**src/logic/ubu_consts.svh**
```systemverilog
// Register offsets, field positions and reset values of the user break unit
`ifndef UBU_CONSTS_SVH
`define UBU_CONSTS_SVH

`define UBU_OFF_ORIGIN_TRACE 32'h0FFFFFAC
`define UBU_OFF_A_ADDR       32'h0FFFFFB0
`define UBU_OFF_A_MASK       32'h0FFFFFB4
`define UBU_OFF_A_CYCLE      32'h0FFFFFB8
`define UBU_OFF_TARGET_TRACE 32'h0FFFFFBC
`define UBU_OFF_B_SPACE_ID   32'h0FFFFFE8
`define UBU_OFF_B_DATA       32'hFFFFFF90
`define UBU_OFF_B_DMASK      32'hFFFFFF94
`define UBU_OFF_CONTROL      32'hFFFFFF98
`define UBU_OFF_COUNT        32'hFFFFFF9C
`define UBU_OFF_B_ADDR       32'hFFFFFFA0
`define UBU_OFF_B_MASK       32'hFFFFFFA4
`define UBU_OFF_B_CYCLE      32'hFFFFFFA8
`define UBU_OFF_A_SPACE_ID   32'hFFFFFFE4

`define UBU_RST_WORD   32'h00000000
`define UBU_RST_HALF   16'h0000

`define UBU_CTL_SEQ      0
`define UBU_CTL_A_CACHE  1
`define UBU_CTL_B_CACHE  2
`define UBU_CTL_BD_CACHE 3
`define UBU_CTL_A_AFTER  4
`define UBU_CTL_B_AFTER  5
`define UBU_CTL_CNT_EN   6
`define UBU_CTL_BD_EN    7
`define UBU_CTL_FLAG_B   14
`define UBU_CTL_FLAG_A   15

`define UBU_SID_EN       15
`define UBU_TRACE_VALID  31

`endif

```
**src/logic/ubu_pkg.sv**
```systemverilog
// Types shared by the user break unit
`default_nettype none
package ubu_pkg;
    typedef enum logic {UBU_SEQ_IDLE, UBU_SEQ_ARMED} ubu_seq_t;
    typedef logic [1:0] ubu_sel_t;
    typedef logic [31:0] ubu_word_t;
endpackage
`default_nettype wire

```
**src/logic/ubu_channel.sv**
```systemverilog
// One break comparison channel of the user break unit
`timescale 1ns/1ps
`default_nettype none
`include "ubu_consts.svh"
module ubu_channel #(
    parameter bit HAS_DATA = 1'b0
) (
    input  wire logic             i_bus_valid,
    input  wire logic             i_bus_dma,
    input  wire logic             i_bus_ifetch,
    input  wire logic             i_bus_write,
    input  wire ubu_pkg::ubu_sel_t i_bus_size,
    input  wire logic [7:0]       i_address_space_identifier,
    input  wire ubu_pkg::ubu_word_t i_cpu_addr,
    input  wire ubu_pkg::ubu_word_t i_cache_addr,
    input  wire ubu_pkg::ubu_word_t i_cpu_data,
    input  wire ubu_pkg::ubu_word_t i_cache_data,
    input  wire ubu_pkg::ubu_word_t i_match_addr,
    input  wire ubu_pkg::ubu_word_t i_addr_mask,
    input  wire logic [7:0]       i_cycle_sel,
    input  wire logic [15:0]      i_space_id,
    input  wire logic             i_addr_cache,
    input  wire ubu_pkg::ubu_word_t i_match_data,
    input  wire ubu_pkg::ubu_word_t i_data_mask,
    input  wire logic             i_data_cache,
    input  wire logic             i_data_en,
    output logic                  o_match
);
    import ubu_pkg::*;

    ubu_word_t addr;
    ubu_word_t data;
    ubu_sel_t  master_sel;
    ubu_sel_t  kind_sel;
    ubu_sel_t  dir_sel;
    ubu_sel_t  size_sel;
    logic      addr_ok;
    logic      address_space_identifier_ok;
    logic      data_ok;
    logic      master_ok;
    logic      kind_ok;
    logic      dir_ok;
    logic      size_ok;

    assign master_sel = i_cycle_sel[7:6];
    assign kind_sel   = i_cycle_sel[5:4];
    assign dir_sel    = i_cycle_sel[3:2];
    assign size_sel   = i_cycle_sel[1:0];

    // Address source select
    assign addr    = i_addr_cache ? i_cache_addr : i_cpu_addr;
    // Masked address compare, mask bit 1 drops the bit
    assign addr_ok = ((addr ^ i_match_addr) & ~i_addr_mask) == 32'h00000000;
    // Space identifier prefix extends the compare to 40 bits
    assign address_space_identifier_ok = !i_space_id[`UBU_SID_EN] || (i_space_id[7:0] == i_address_space_identifier);

    // Data compare exists only where HAS_DATA is set
    assign data    = i_data_cache ? i_cache_data : i_cpu_data;
    assign data_ok = !HAS_DATA || !i_data_en
                     || (((data ^ i_match_data) & ~i_data_mask) == 32'h00000000);

    // Bus master qualifier
    always_comb begin
        case (master_sel)
            2'b00:   master_ok = 1'b0;
            2'b10:   master_ok = i_bus_dma;
            default: master_ok = !i_bus_dma;
        endcase
    end

    // Cycle kind, direction and size qualifiers
    assign kind_ok = (kind_sel == 2'b00) || (kind_sel[0] && i_bus_ifetch)
                     || (kind_sel[1] && !i_bus_ifetch);
    assign dir_ok  = (dir_sel == 2'b00) || (dir_sel[0] && !i_bus_write)
                     || (dir_sel[1] && i_bus_write);
    assign size_ok = (size_sel == 2'b00) || (size_sel == i_bus_size);

    // All qualifiers judged on the same bus cycle
    assign o_match = i_bus_valid && master_ok && kind_ok && dir_ok && size_ok
                     && addr_ok && address_space_identifier_ok && data_ok;
endmodule
`default_nettype wire

```
**src/logic/ubu_top.sv**
```systemverilog
// User break unit top: APB registers, break sequencing, repeat count, branch trace
//
// Summary of operation
// - Two independent channels A and B, each with own address, mask, cycle settings.
// - Sequential mode breaks when A matches, then B in a later bus cycle.
// - Address compare spans a space identifier plus the 32-bit logical address.
// - Every one of the 32 address bits can be masked on its own.
// - Each channel picks processor or cache address bus for compare.
// - Only channel B compares a 32-bit data value under a per-bit mask.
// - Channel B picks processor or cache data bus for data compare.
// - Each channel qualifies by bus master: processor or DMA controller cycles.
// - Each channel qualifies by fetch versus data access and read versus write.
// - Each channel can qualify by byte, word or longword operand size.
// - A satisfied break condition raises a user break request.
// - Instruction fetch breaks are taken before or after execution, selectable.
// - Repeat count lets the channel B break fire after a programmed number of channel B matches.
// - Eight pairs of branch source and destination addresses kept for readback.
// - Break registers set by power-on reset and kept otherwise.
// - Trace bit 31 is a valid flag cleared by reset; other bits never reset.
// - Address mask bit 0 keeps the address bit compared, 1 excludes it.
// - Master select 00 disables, low bit set means processor, 10 means DMA.
//
// The implementer's own choice: the APB interface to the registers.
`timescale 1ns/1ps
`default_nettype none
`include "ubu_consts.svh"
module ubu_top #(
    parameter int TRACE_DEPTH = 8,
    parameter int COUNT_W     = 12
) (
    input  wire logic               i_clk,
    input  wire logic               i_srst,
    input  wire logic               i_psel,
    input  wire logic               i_penable,
    input  wire logic               i_pwrite,
    input  wire ubu_pkg::ubu_word_t i_paddr,
    input  wire ubu_pkg::ubu_word_t i_pwdata,
    output logic [31:0]             o_prdata,
    output logic                    o_pready,
    output logic                    o_pslverr,
    input  wire logic               i_bus_valid,
    input  wire logic               i_bus_dma,
    input  wire logic               i_bus_ifetch,
    input  wire logic               i_bus_write,
    input  wire ubu_pkg::ubu_sel_t  i_bus_size,
    input  wire logic [7:0]         i_address_space_identifier,
    input  wire ubu_pkg::ubu_word_t i_cpu_addr,
    input  wire ubu_pkg::ubu_word_t i_cache_addr,
    input  wire ubu_pkg::ubu_word_t i_cpu_data,
    input  wire ubu_pkg::ubu_word_t i_cache_data,
    input  wire logic               i_branch_valid,
    input  wire ubu_pkg::ubu_word_t i_branch_src,
    input  wire ubu_pkg::ubu_word_t i_branch_dst,
    output logic                    o_break_req,
    output logic                    o_break_after
);
    import ubu_pkg::*;

    localparam int PW = (TRACE_DEPTH > 1) ? $clog2(TRACE_DEPTH) : 1;

    typedef struct packed {
        ubu_word_t                      addr_a;
        ubu_word_t                      mask_a;
        ubu_word_t                      addr_b;
        ubu_word_t                      mask_b;
        ubu_word_t                      data_b;
        ubu_word_t                      dmask_b;
        ubu_word_t                      ctrl;
        logic [7:0]                     cyc_a;
        logic [7:0]                     cyc_b;
        logic [15:0]                    sid_a;
        logic [15:0]                    sid_b;
        logic [COUNT_W-1:0]             count;
        ubu_seq_t                       seq;
        logic [TRACE_DEPTH-1:0]         tvalid;
        logic [TRACE_DEPTH-1:0][30:0]   tsrc;
        logic [TRACE_DEPTH-1:0][30:0]   tdst;
        logic [PW-1:0]                  wptr;
        logic [PW-1:0]                  rptr;
        logic                           pready;
        logic                           pslverr;
        ubu_word_t                      prdata;
        logic                           brk;
        logic                           after;
    } ubu_state_t;

    ubu_state_t st_reg;
    ubu_state_t st_next;

    logic [1:0][31:0] cfg_addr;
    logic [1:0][31:0] cfg_mask;
    logic [1:0][7:0]  cfg_cyc;
    logic [1:0][15:0] cfg_sid;
    logic [1:0]       cfg_cache;
    logic [1:0]       ch_match;
    logic             access;
    logic             wr_en;

    assign cfg_addr  = {st_reg.addr_b, st_reg.addr_a};
    assign cfg_mask  = {st_reg.mask_b, st_reg.mask_a};
    assign cfg_cyc   = {st_reg.cyc_b, st_reg.cyc_a};
    assign cfg_sid   = {st_reg.sid_b, st_reg.sid_a};
    assign cfg_cache = {st_reg.ctrl[`UBU_CTL_B_CACHE], st_reg.ctrl[`UBU_CTL_A_CACHE]};
    assign access    = i_psel && i_penable;
    assign wr_en     = access && st_reg.pready && i_pwrite && !st_reg.pslverr;

    // Two comparison channels, data compare on channel B only
    genvar g;
    generate
        for (g = 0; g < 2; g++) begin : gen_chan
            ubu_channel #(
                .HAS_DATA (g == 1)
            ) u_chan (
                .i_bus_valid  (i_bus_valid),
                .i_bus_dma    (i_bus_dma),
                .i_bus_ifetch (i_bus_ifetch),
                .i_bus_write  (i_bus_write),
                .i_bus_size   (i_bus_size),
                .i_address_space_identifier       (i_address_space_identifier),
                .i_cpu_addr   (i_cpu_addr),
                .i_cache_addr (i_cache_addr),
                .i_cpu_data   (i_cpu_data),
                .i_cache_data (i_cache_data),
                .i_match_addr (cfg_addr[g]),
                .i_addr_mask  (cfg_mask[g]),
                .i_cycle_sel  (cfg_cyc[g]),
                .i_space_id   (cfg_sid[g]),
                .i_addr_cache (cfg_cache[g]),
                .i_match_data (st_reg.data_b),
                .i_data_mask  (st_reg.dmask_b),
                .i_data_cache (st_reg.ctrl[`UBU_CTL_BD_CACHE]),
                .i_data_en    (st_reg.ctrl[`UBU_CTL_BD_EN]),
                .o_match      (ch_match[g])
            );
        end
    endgenerate

    always_comb begin
        logic        hit;
        ubu_word_t   rdata;
        logic        seq_mode;
        logic        cnt_en;
        logic        b_live;
        logic        b_hit;
        logic        fire;
        logic        from_b;
        logic        clr_a;
        logic        clr_b;
        hit      = 1'b1;
        rdata    = `UBU_RST_WORD;
        seq_mode = st_reg.ctrl[`UBU_CTL_SEQ];
        cnt_en   = st_reg.ctrl[`UBU_CTL_CNT_EN];
        b_live   = 1'b0;
        b_hit    = 1'b0;
        fire     = 1'b0;
        from_b   = 1'b0;
        clr_a    = 1'b0;
        clr_b    = 1'b0;
        st_next  = st_reg;

        // Register read decode, bits above each stored width read zero; stored reserved bits (control, space ID) read back as written
        case (i_paddr)
            `UBU_OFF_A_ADDR:       rdata = st_reg.addr_a;
            `UBU_OFF_A_MASK:       rdata = st_reg.mask_a;
            `UBU_OFF_A_CYCLE:      rdata = {24'h000000, st_reg.cyc_a};
            `UBU_OFF_B_ADDR:       rdata = st_reg.addr_b;
            `UBU_OFF_B_MASK:       rdata = st_reg.mask_b;
            `UBU_OFF_B_CYCLE:      rdata = {24'h000000, st_reg.cyc_b};
            `UBU_OFF_B_DATA:       rdata = st_reg.data_b;
            `UBU_OFF_B_DMASK:      rdata = st_reg.dmask_b;
            `UBU_OFF_CONTROL:      rdata = st_reg.ctrl;
            `UBU_OFF_COUNT:        rdata = {{(32 - COUNT_W){1'b0}}, st_reg.count};
            `UBU_OFF_A_SPACE_ID:   rdata = {16'h0000, st_reg.sid_a};
            `UBU_OFF_B_SPACE_ID:   rdata = {16'h0000, st_reg.sid_b};
            `UBU_OFF_ORIGIN_TRACE: rdata = {st_reg.tvalid[st_reg.rptr],
                                            st_reg.tsrc[st_reg.rptr]};
            `UBU_OFF_TARGET_TRACE: rdata = {st_reg.tvalid[st_reg.rptr],
                                            st_reg.tdst[st_reg.rptr]};
            default:               hit = 1'b0;
        endcase

        // APB slave, one wait state before pready
        if (access && !st_reg.pready) begin
            st_next.pready  = 1'b1;
            st_next.pslverr = !hit;
            st_next.prdata  = i_pwrite ? `UBU_RST_WORD : rdata;
        end else begin
            st_next.pready  = 1'b0;
            st_next.pslverr = 1'b0;
        end

        // Register writes at the completing edge
        if (wr_en) begin
            case (i_paddr)
                `UBU_OFF_A_ADDR:     st_next.addr_a  = i_pwdata;
                `UBU_OFF_A_MASK:     st_next.mask_a  = i_pwdata;
                `UBU_OFF_A_CYCLE:    st_next.cyc_a   = i_pwdata[7:0];
                `UBU_OFF_B_ADDR:     st_next.addr_b  = i_pwdata;
                `UBU_OFF_B_MASK:     st_next.mask_b  = i_pwdata;
                `UBU_OFF_B_CYCLE:    st_next.cyc_b   = i_pwdata[7:0];
                `UBU_OFF_B_DATA:     st_next.data_b  = i_pwdata;
                `UBU_OFF_B_DMASK:    st_next.dmask_b = i_pwdata;
                `UBU_OFF_COUNT:      st_next.count   = i_pwdata[COUNT_W-1:0];
                `UBU_OFF_A_SPACE_ID: st_next.sid_a   = i_pwdata[15:0];
                `UBU_OFF_B_SPACE_ID: st_next.sid_b   = i_pwdata[15:0];
                `UBU_OFF_CONTROL: begin
                    st_next.ctrl = i_pwdata;
                    clr_a        = !i_pwdata[`UBU_CTL_FLAG_A];
                    clr_b        = !i_pwdata[`UBU_CTL_FLAG_B];
                end
                default: ;
            endcase
        end
        st_next.ctrl[`UBU_CTL_FLAG_A] = (st_reg.ctrl[`UBU_CTL_FLAG_A] && !clr_a) || ch_match[0];
        st_next.ctrl[`UBU_CTL_FLAG_B] = (st_reg.ctrl[`UBU_CTL_FLAG_B] && !clr_b) || ch_match[1];

        // Trace readback pops the oldest pair after the target word is read
        if (access && st_reg.pready && !i_pwrite && !st_reg.pslverr
            && i_paddr == `UBU_OFF_TARGET_TRACE && st_reg.tvalid[st_reg.rptr]) begin
            st_next.tvalid[st_reg.rptr] = 1'b0;
            st_next.rptr = st_reg.rptr + 1'b1;
        end

        // Branch capture, overwriting the oldest pair when full
        if (i_branch_valid) begin
            st_next.tsrc[st_reg.wptr]   = i_branch_src[30:0];
            st_next.tdst[st_reg.wptr]   = i_branch_dst[30:0];
            st_next.tvalid[st_reg.wptr] = 1'b1;
            st_next.wptr = st_reg.wptr + 1'b1;
            if (st_reg.tvalid[st_reg.wptr] && st_reg.wptr == st_reg.rptr) begin
                st_next.rptr = st_reg.rptr + 1'b1;
            end
        end

        // Channel B matches count only when live for the current mode
        b_live = ch_match[1] && (!seq_mode || st_reg.seq == UBU_SEQ_ARMED);
        b_hit  = b_live && (!cnt_en || st_reg.count <= COUNT_W'(1));
        if (b_live && cnt_en && st_reg.count != '0 && !(wr_en && i_paddr == `UBU_OFF_COUNT)) begin
            st_next.count = st_reg.count - 1'b1;
        end

        // Sequential or independent break decision
        if (seq_mode) begin
            fire   = b_hit;
            from_b = b_hit;
            if (fire) begin
                st_next.seq = UBU_SEQ_IDLE;
            end
            if (ch_match[0]) begin
                st_next.seq = UBU_SEQ_ARMED;
            end
        end else begin
            fire        = ch_match[0] || b_hit;
            from_b      = b_hit;
            st_next.seq = UBU_SEQ_IDLE;
        end

        // Break request and its timing, data accesses always break after
        st_next.brk = fire;
        if (fire) begin
            if (!i_bus_ifetch) begin
                st_next.after = 1'b1;
            end else if (from_b) begin
                st_next.after = st_reg.ctrl[`UBU_CTL_B_AFTER];
            end else begin
                st_next.after = st_reg.ctrl[`UBU_CTL_A_AFTER];
            end
        end

        // Power-on reset, trace contents other than valid flags untouched
        if (i_srst) begin
            st_next         = '0;
            st_next.addr_a  = `UBU_RST_WORD;
            st_next.mask_a  = `UBU_RST_WORD;
            st_next.addr_b  = `UBU_RST_WORD;
            st_next.mask_b  = `UBU_RST_WORD;
            st_next.data_b  = `UBU_RST_WORD;
            st_next.dmask_b = `UBU_RST_WORD;
            st_next.ctrl    = `UBU_RST_WORD;
            st_next.sid_a   = `UBU_RST_HALF;
            st_next.sid_b   = `UBU_RST_HALF;
            st_next.tsrc    = st_reg.tsrc;
            st_next.tdst    = st_reg.tdst;
        end
    end

    always_ff @(posedge i_clk) begin
        st_reg <= st_next;
    end

    assign o_prdata      = st_reg.prdata;
    assign o_pready      = st_reg.pready;
    assign o_pslverr     = st_reg.pslverr;
    assign o_break_req   = st_reg.brk;
    assign o_break_after = st_reg.after;
endmodule
`default_nettype wire

```
**config.mk**
```make
export PLATFORM = sky130hd
export DESIGN_NAME = ubu_top
export DESIGN_NICKNAME = d
export VERILOG_FILES = /design/src/logic/ubu_pkg.sv /design/src/logic/ubu_channel.sv /design/src/logic/ubu_top.sv
export VERILOG_INCLUDE_DIRS = /design/src /design/src/logic
export SDC_FILE = /design/constraint.sdc
export NUM_CORES = 2
export LEC_CHECK = 0
export BUFFER_PORTS_ARGS = -buffer_cell sky130_fd_sc_hd__buf_2
export CAP_MARGIN = 5
export CORE_ASPECT_RATIO = 1.1
export CORE_MARGIN = 3
export CORE_UTILIZATION = 45
export CTS_BUF_LIST = sky130_fd_sc_hd__clkbuf_4
export CTS_CLUSTER_DIAMETER = 30
export CTS_CLUSTER_SIZE = 12
export DETAILED_ROUTE_END_ITERATION = 8
export PLACE_DENSITY_LB_ADDON = 0.08
export SYNTH_ARGS = -nofsm -noshare
export SYNTH_HDL_FRONTEND = slang
export SYNTH_SLANG_ARGS = --single-unit
```
**constraint.sdc**
```tcl
create_clock -name i_clk -period 19.77 [get_ports i_clk]
set_input_delay 2.9655 -clock i_clk [delete_from_list [all_inputs] [get_ports i_clk]]
set_output_delay 2.9655 -clock i_clk [all_outputs]
set_load 0.02 [all_outputs]
```
==> flow_metrics.tcl <==
set metrics [dict create \
    finalCriticalPeriod_ps 5510 \
    drive_above_1_share_pct 24.9 \
    skew_ps 91.4 \
    final_common_cell "nand2_1" \
    cts_sinks 831 \
    gr-total-overflow 0 \
    wirelength_um 128000 \
    maxCapViolations 0 \
    synth_edf_count 496 \
    synth-seq-cells 831 \
    relSlewSlack_pct 12.8 \
    r2r_cells 9 \
    hold_slack_ps 449 \
    ys_warn_count 0 \
    routedWlPerCell_um 28.5 \
    ys_types 80 \
    rows 108 \
    mostFrequentLayoutCells "606 x nand2_1, 496 x edfxtp_1, 329 x dfxtp_1, 308 x buf_2, 303 x a21oi_1" \
    setup-tns-final_ps 0 \
    syn-num-nets 3300 \
    critPathMaxFanout 7 \
    cts_tree "built" \
    post_cts_resized 0 \
    hold_viol 0 \
    groute.layer.met3.usage_pct 6.38 \
    grt_pass1_vias 26200 \
    firstDrtPassIters 7 \
    syn_avg_cell_area_um2 12.1 \
    antenna_left 0 \
    hp-start "o_prdata[21]$_SDFFE_PP0P_" \
    mappedNetlistArea_um2 36500 \
    min_path_type "reg2reg" \
    ios 312 \
    grt_max_degree 95 \
    tightestPinTransition_ps 1300 \
    reg2reg_from "cfg_cache[1]$_SDFFE_PP0P_" \
    postCtsHoldBufs 0 \
    die_w_um 278 \
    hpwlAfterDp_um 86400 \
    grt_usage_pct 29.8 \
    die_area_um2 84600 \
    synth-seq-area-share_pct 59.2 \
    timing.rr.end "o_break_after$_SDFFE_PP0P_" \
    worst_ir_drop_vdd_mv 0.0611 \
    vias 27100 \
    cp-start-kind "input port" \
    status "completed" \
    rsz0062_at_grt "no" \
    ff2ff_setup_slack_ps 15340 \
    drc_errors 0 \
    leakagePower_nw 13.5 \
    clock.fmax_ghz 0.181 \
    clk_pin_slew_ps 100 \
    grt_busiest_layer "met2" \
    endpoint_kind "register" \
    die_h_um 305 \
    async_flop_share_pct 0 \
    clk_latency_ps 1090 \
    cts_buffers 165 \
    min_to "o_prdata[21]$_SDFFE_PP0P_" \
    nets 3583 \
    finalCritPeriodShare_pct 27.9 \
    antenna_found_initial 24 \
    critPathKind "in2reg" \
    cts_root_buf "clkbuf_4" \
    syn2layout_area_growth_pct 14.7 \
    cts_setup_buffers 0 \
    use_met1_pct 40.1 \
    synthCells 3019 \
    htreeDepth 4 \
    core_area_um2 79600 \
    worstPathRequired_ps 20690 \
    grt_first_pass_wirelength_um 184000 \
    drtIter0Drc 3364 \
    synth_ff_type "edfxtp_1" \
    worstPathArrival_ps 6430 \
    start_util_pct 45.8 \
    slew_violations 0 \
    port_buffers 309 \
    vias_per_cell 6.02 \
    setup_violations 0 \
    clock_path_buffers 3 \
    power.density_nw_per_um2 90.7 \
    hold_path_depth 2 \
    gp_congestion 0.928 \
    use_met2_pct 46.7 \
    critPathLaunch "i_cache_addr[11]" \
]
-- where the power goes --
part / internal (mW) / leakage (nW) / total (mW) / switching [mW]
Sequential: 1.85 / 7.18 / 1.85 / 0.00712
Combinational: 0.0689 / 4.69 / 0.197 / 0.128
Clock: 0.999 / 1.61 / 1.75 / 0.749
Total: 2.91 / 13.5 / 3.80 / 0.884
-- worst max-delay path by stage --
stage                                 end  slack (ps)
2_1_floorplan                    register        9860
3_3_place_gp     st_reg[556]$_SDFFE_PP0P_       13410
3_5_place_dp     st_reg[556]$_SDFFE_PP0P_       13340
4_1_cts          st_reg[557]$_SDFFE_PP0P_       14540
5_1_grt          st_reg[555]$_SDFFE_PP0P_       14220
6_report       o_break_after$_SDFFE_PP0P_       14260
-- layer usage --
metal | share of wire [%] | up-vias | wire [um]
li1 | - | 11900 | -
met1 | 40 | 13400 | 51800
met2 | 46 | 1423 | 59400
met3 | 8.8 | 285 | 11200
met4 | 4.4 | 12 | 5650
met5 | 0.062 | - | 80
-- Yosys cell counts, types with 17 or more instances --
cell / n / share of area (%)
buf_2: 24 / 0.33
nor2_1: 103 / 1.1
mux4_2: 128 / 7.9
dfxtp_1: 335 / 18
a21oi_1: 303 / 4.2
buf_4: 38 / 0.78
a221oi_1: 43 / 1.0
nor4_1: 17 / 0.29
edfxtp_1: 496 / 41
nand2_1: 607 / 6.2
nor2b_1: 33 / 0.57
o21ai_0: 44 / 0.60
a222oi_1: 22 / 0.60
a22oi_1: 42 / 0.86
mux2i_1: 197 / 5.4
clkbuf_1: 156 / 1.6
xor2_1: 69 / 1.7
o22ai_1: 44 / 0.75
xnor2_1: 19 / 0.46
nand3_1: 17 / 0.23
-- through the flow --
stage	cells	util [%]	instance area (um2)	total power [mW]	worst slack [ps]
after detailed placement	4180	48.7	38800	2.09	13340
after global placement	4180	48.7	38800	2.09	13410
after CTS	4485	52.6	41800	3.83	14540
final	4495	52.6	41900	3.80	14260
after global routing	4489	52.6	41900	3.92	14220
after floorplan	3019	-	36500	1.99	9860
-- area by class of cell --
class,count,area [um2]
Tap cell,1045,1310
Fill cell,6968,37700
Timing Repair Buffer,354,1910
Clock buffer,181,1360
Antenna cell,10,25.0
Sequential cell,831,21600
Inverter,13,48.8
Clock inverter,124,1720
Multi-Input combinational cell,1937,13900
-- cell families (layout without fill, tap and decap cells) --
group	after synthesis	after routing	synth area share, %
AND/OR/NAND/NOR	908	908	11.2
other	0	10	0
multiplexers	336	336	13.6
buffers and inverters	251	672	3.20
adder cells (fa/ha/maj)	5	5	0.171
AO/OA/AOI/OAI	600	600	10.5
XOR/XNOR	88	88	2.11
flip-flops	831	831	59.2
-- critical path, stage by stage --
cell and delay, ps:
buf_2 100, mux2i_1 470, mux2i_1 610, o2111ai_1 190
nor4_1 390, nand4_1 370, or4b_1 650, a2111oi_0 570
a211oi_1 90
Power figures use the tool's default switching activity.
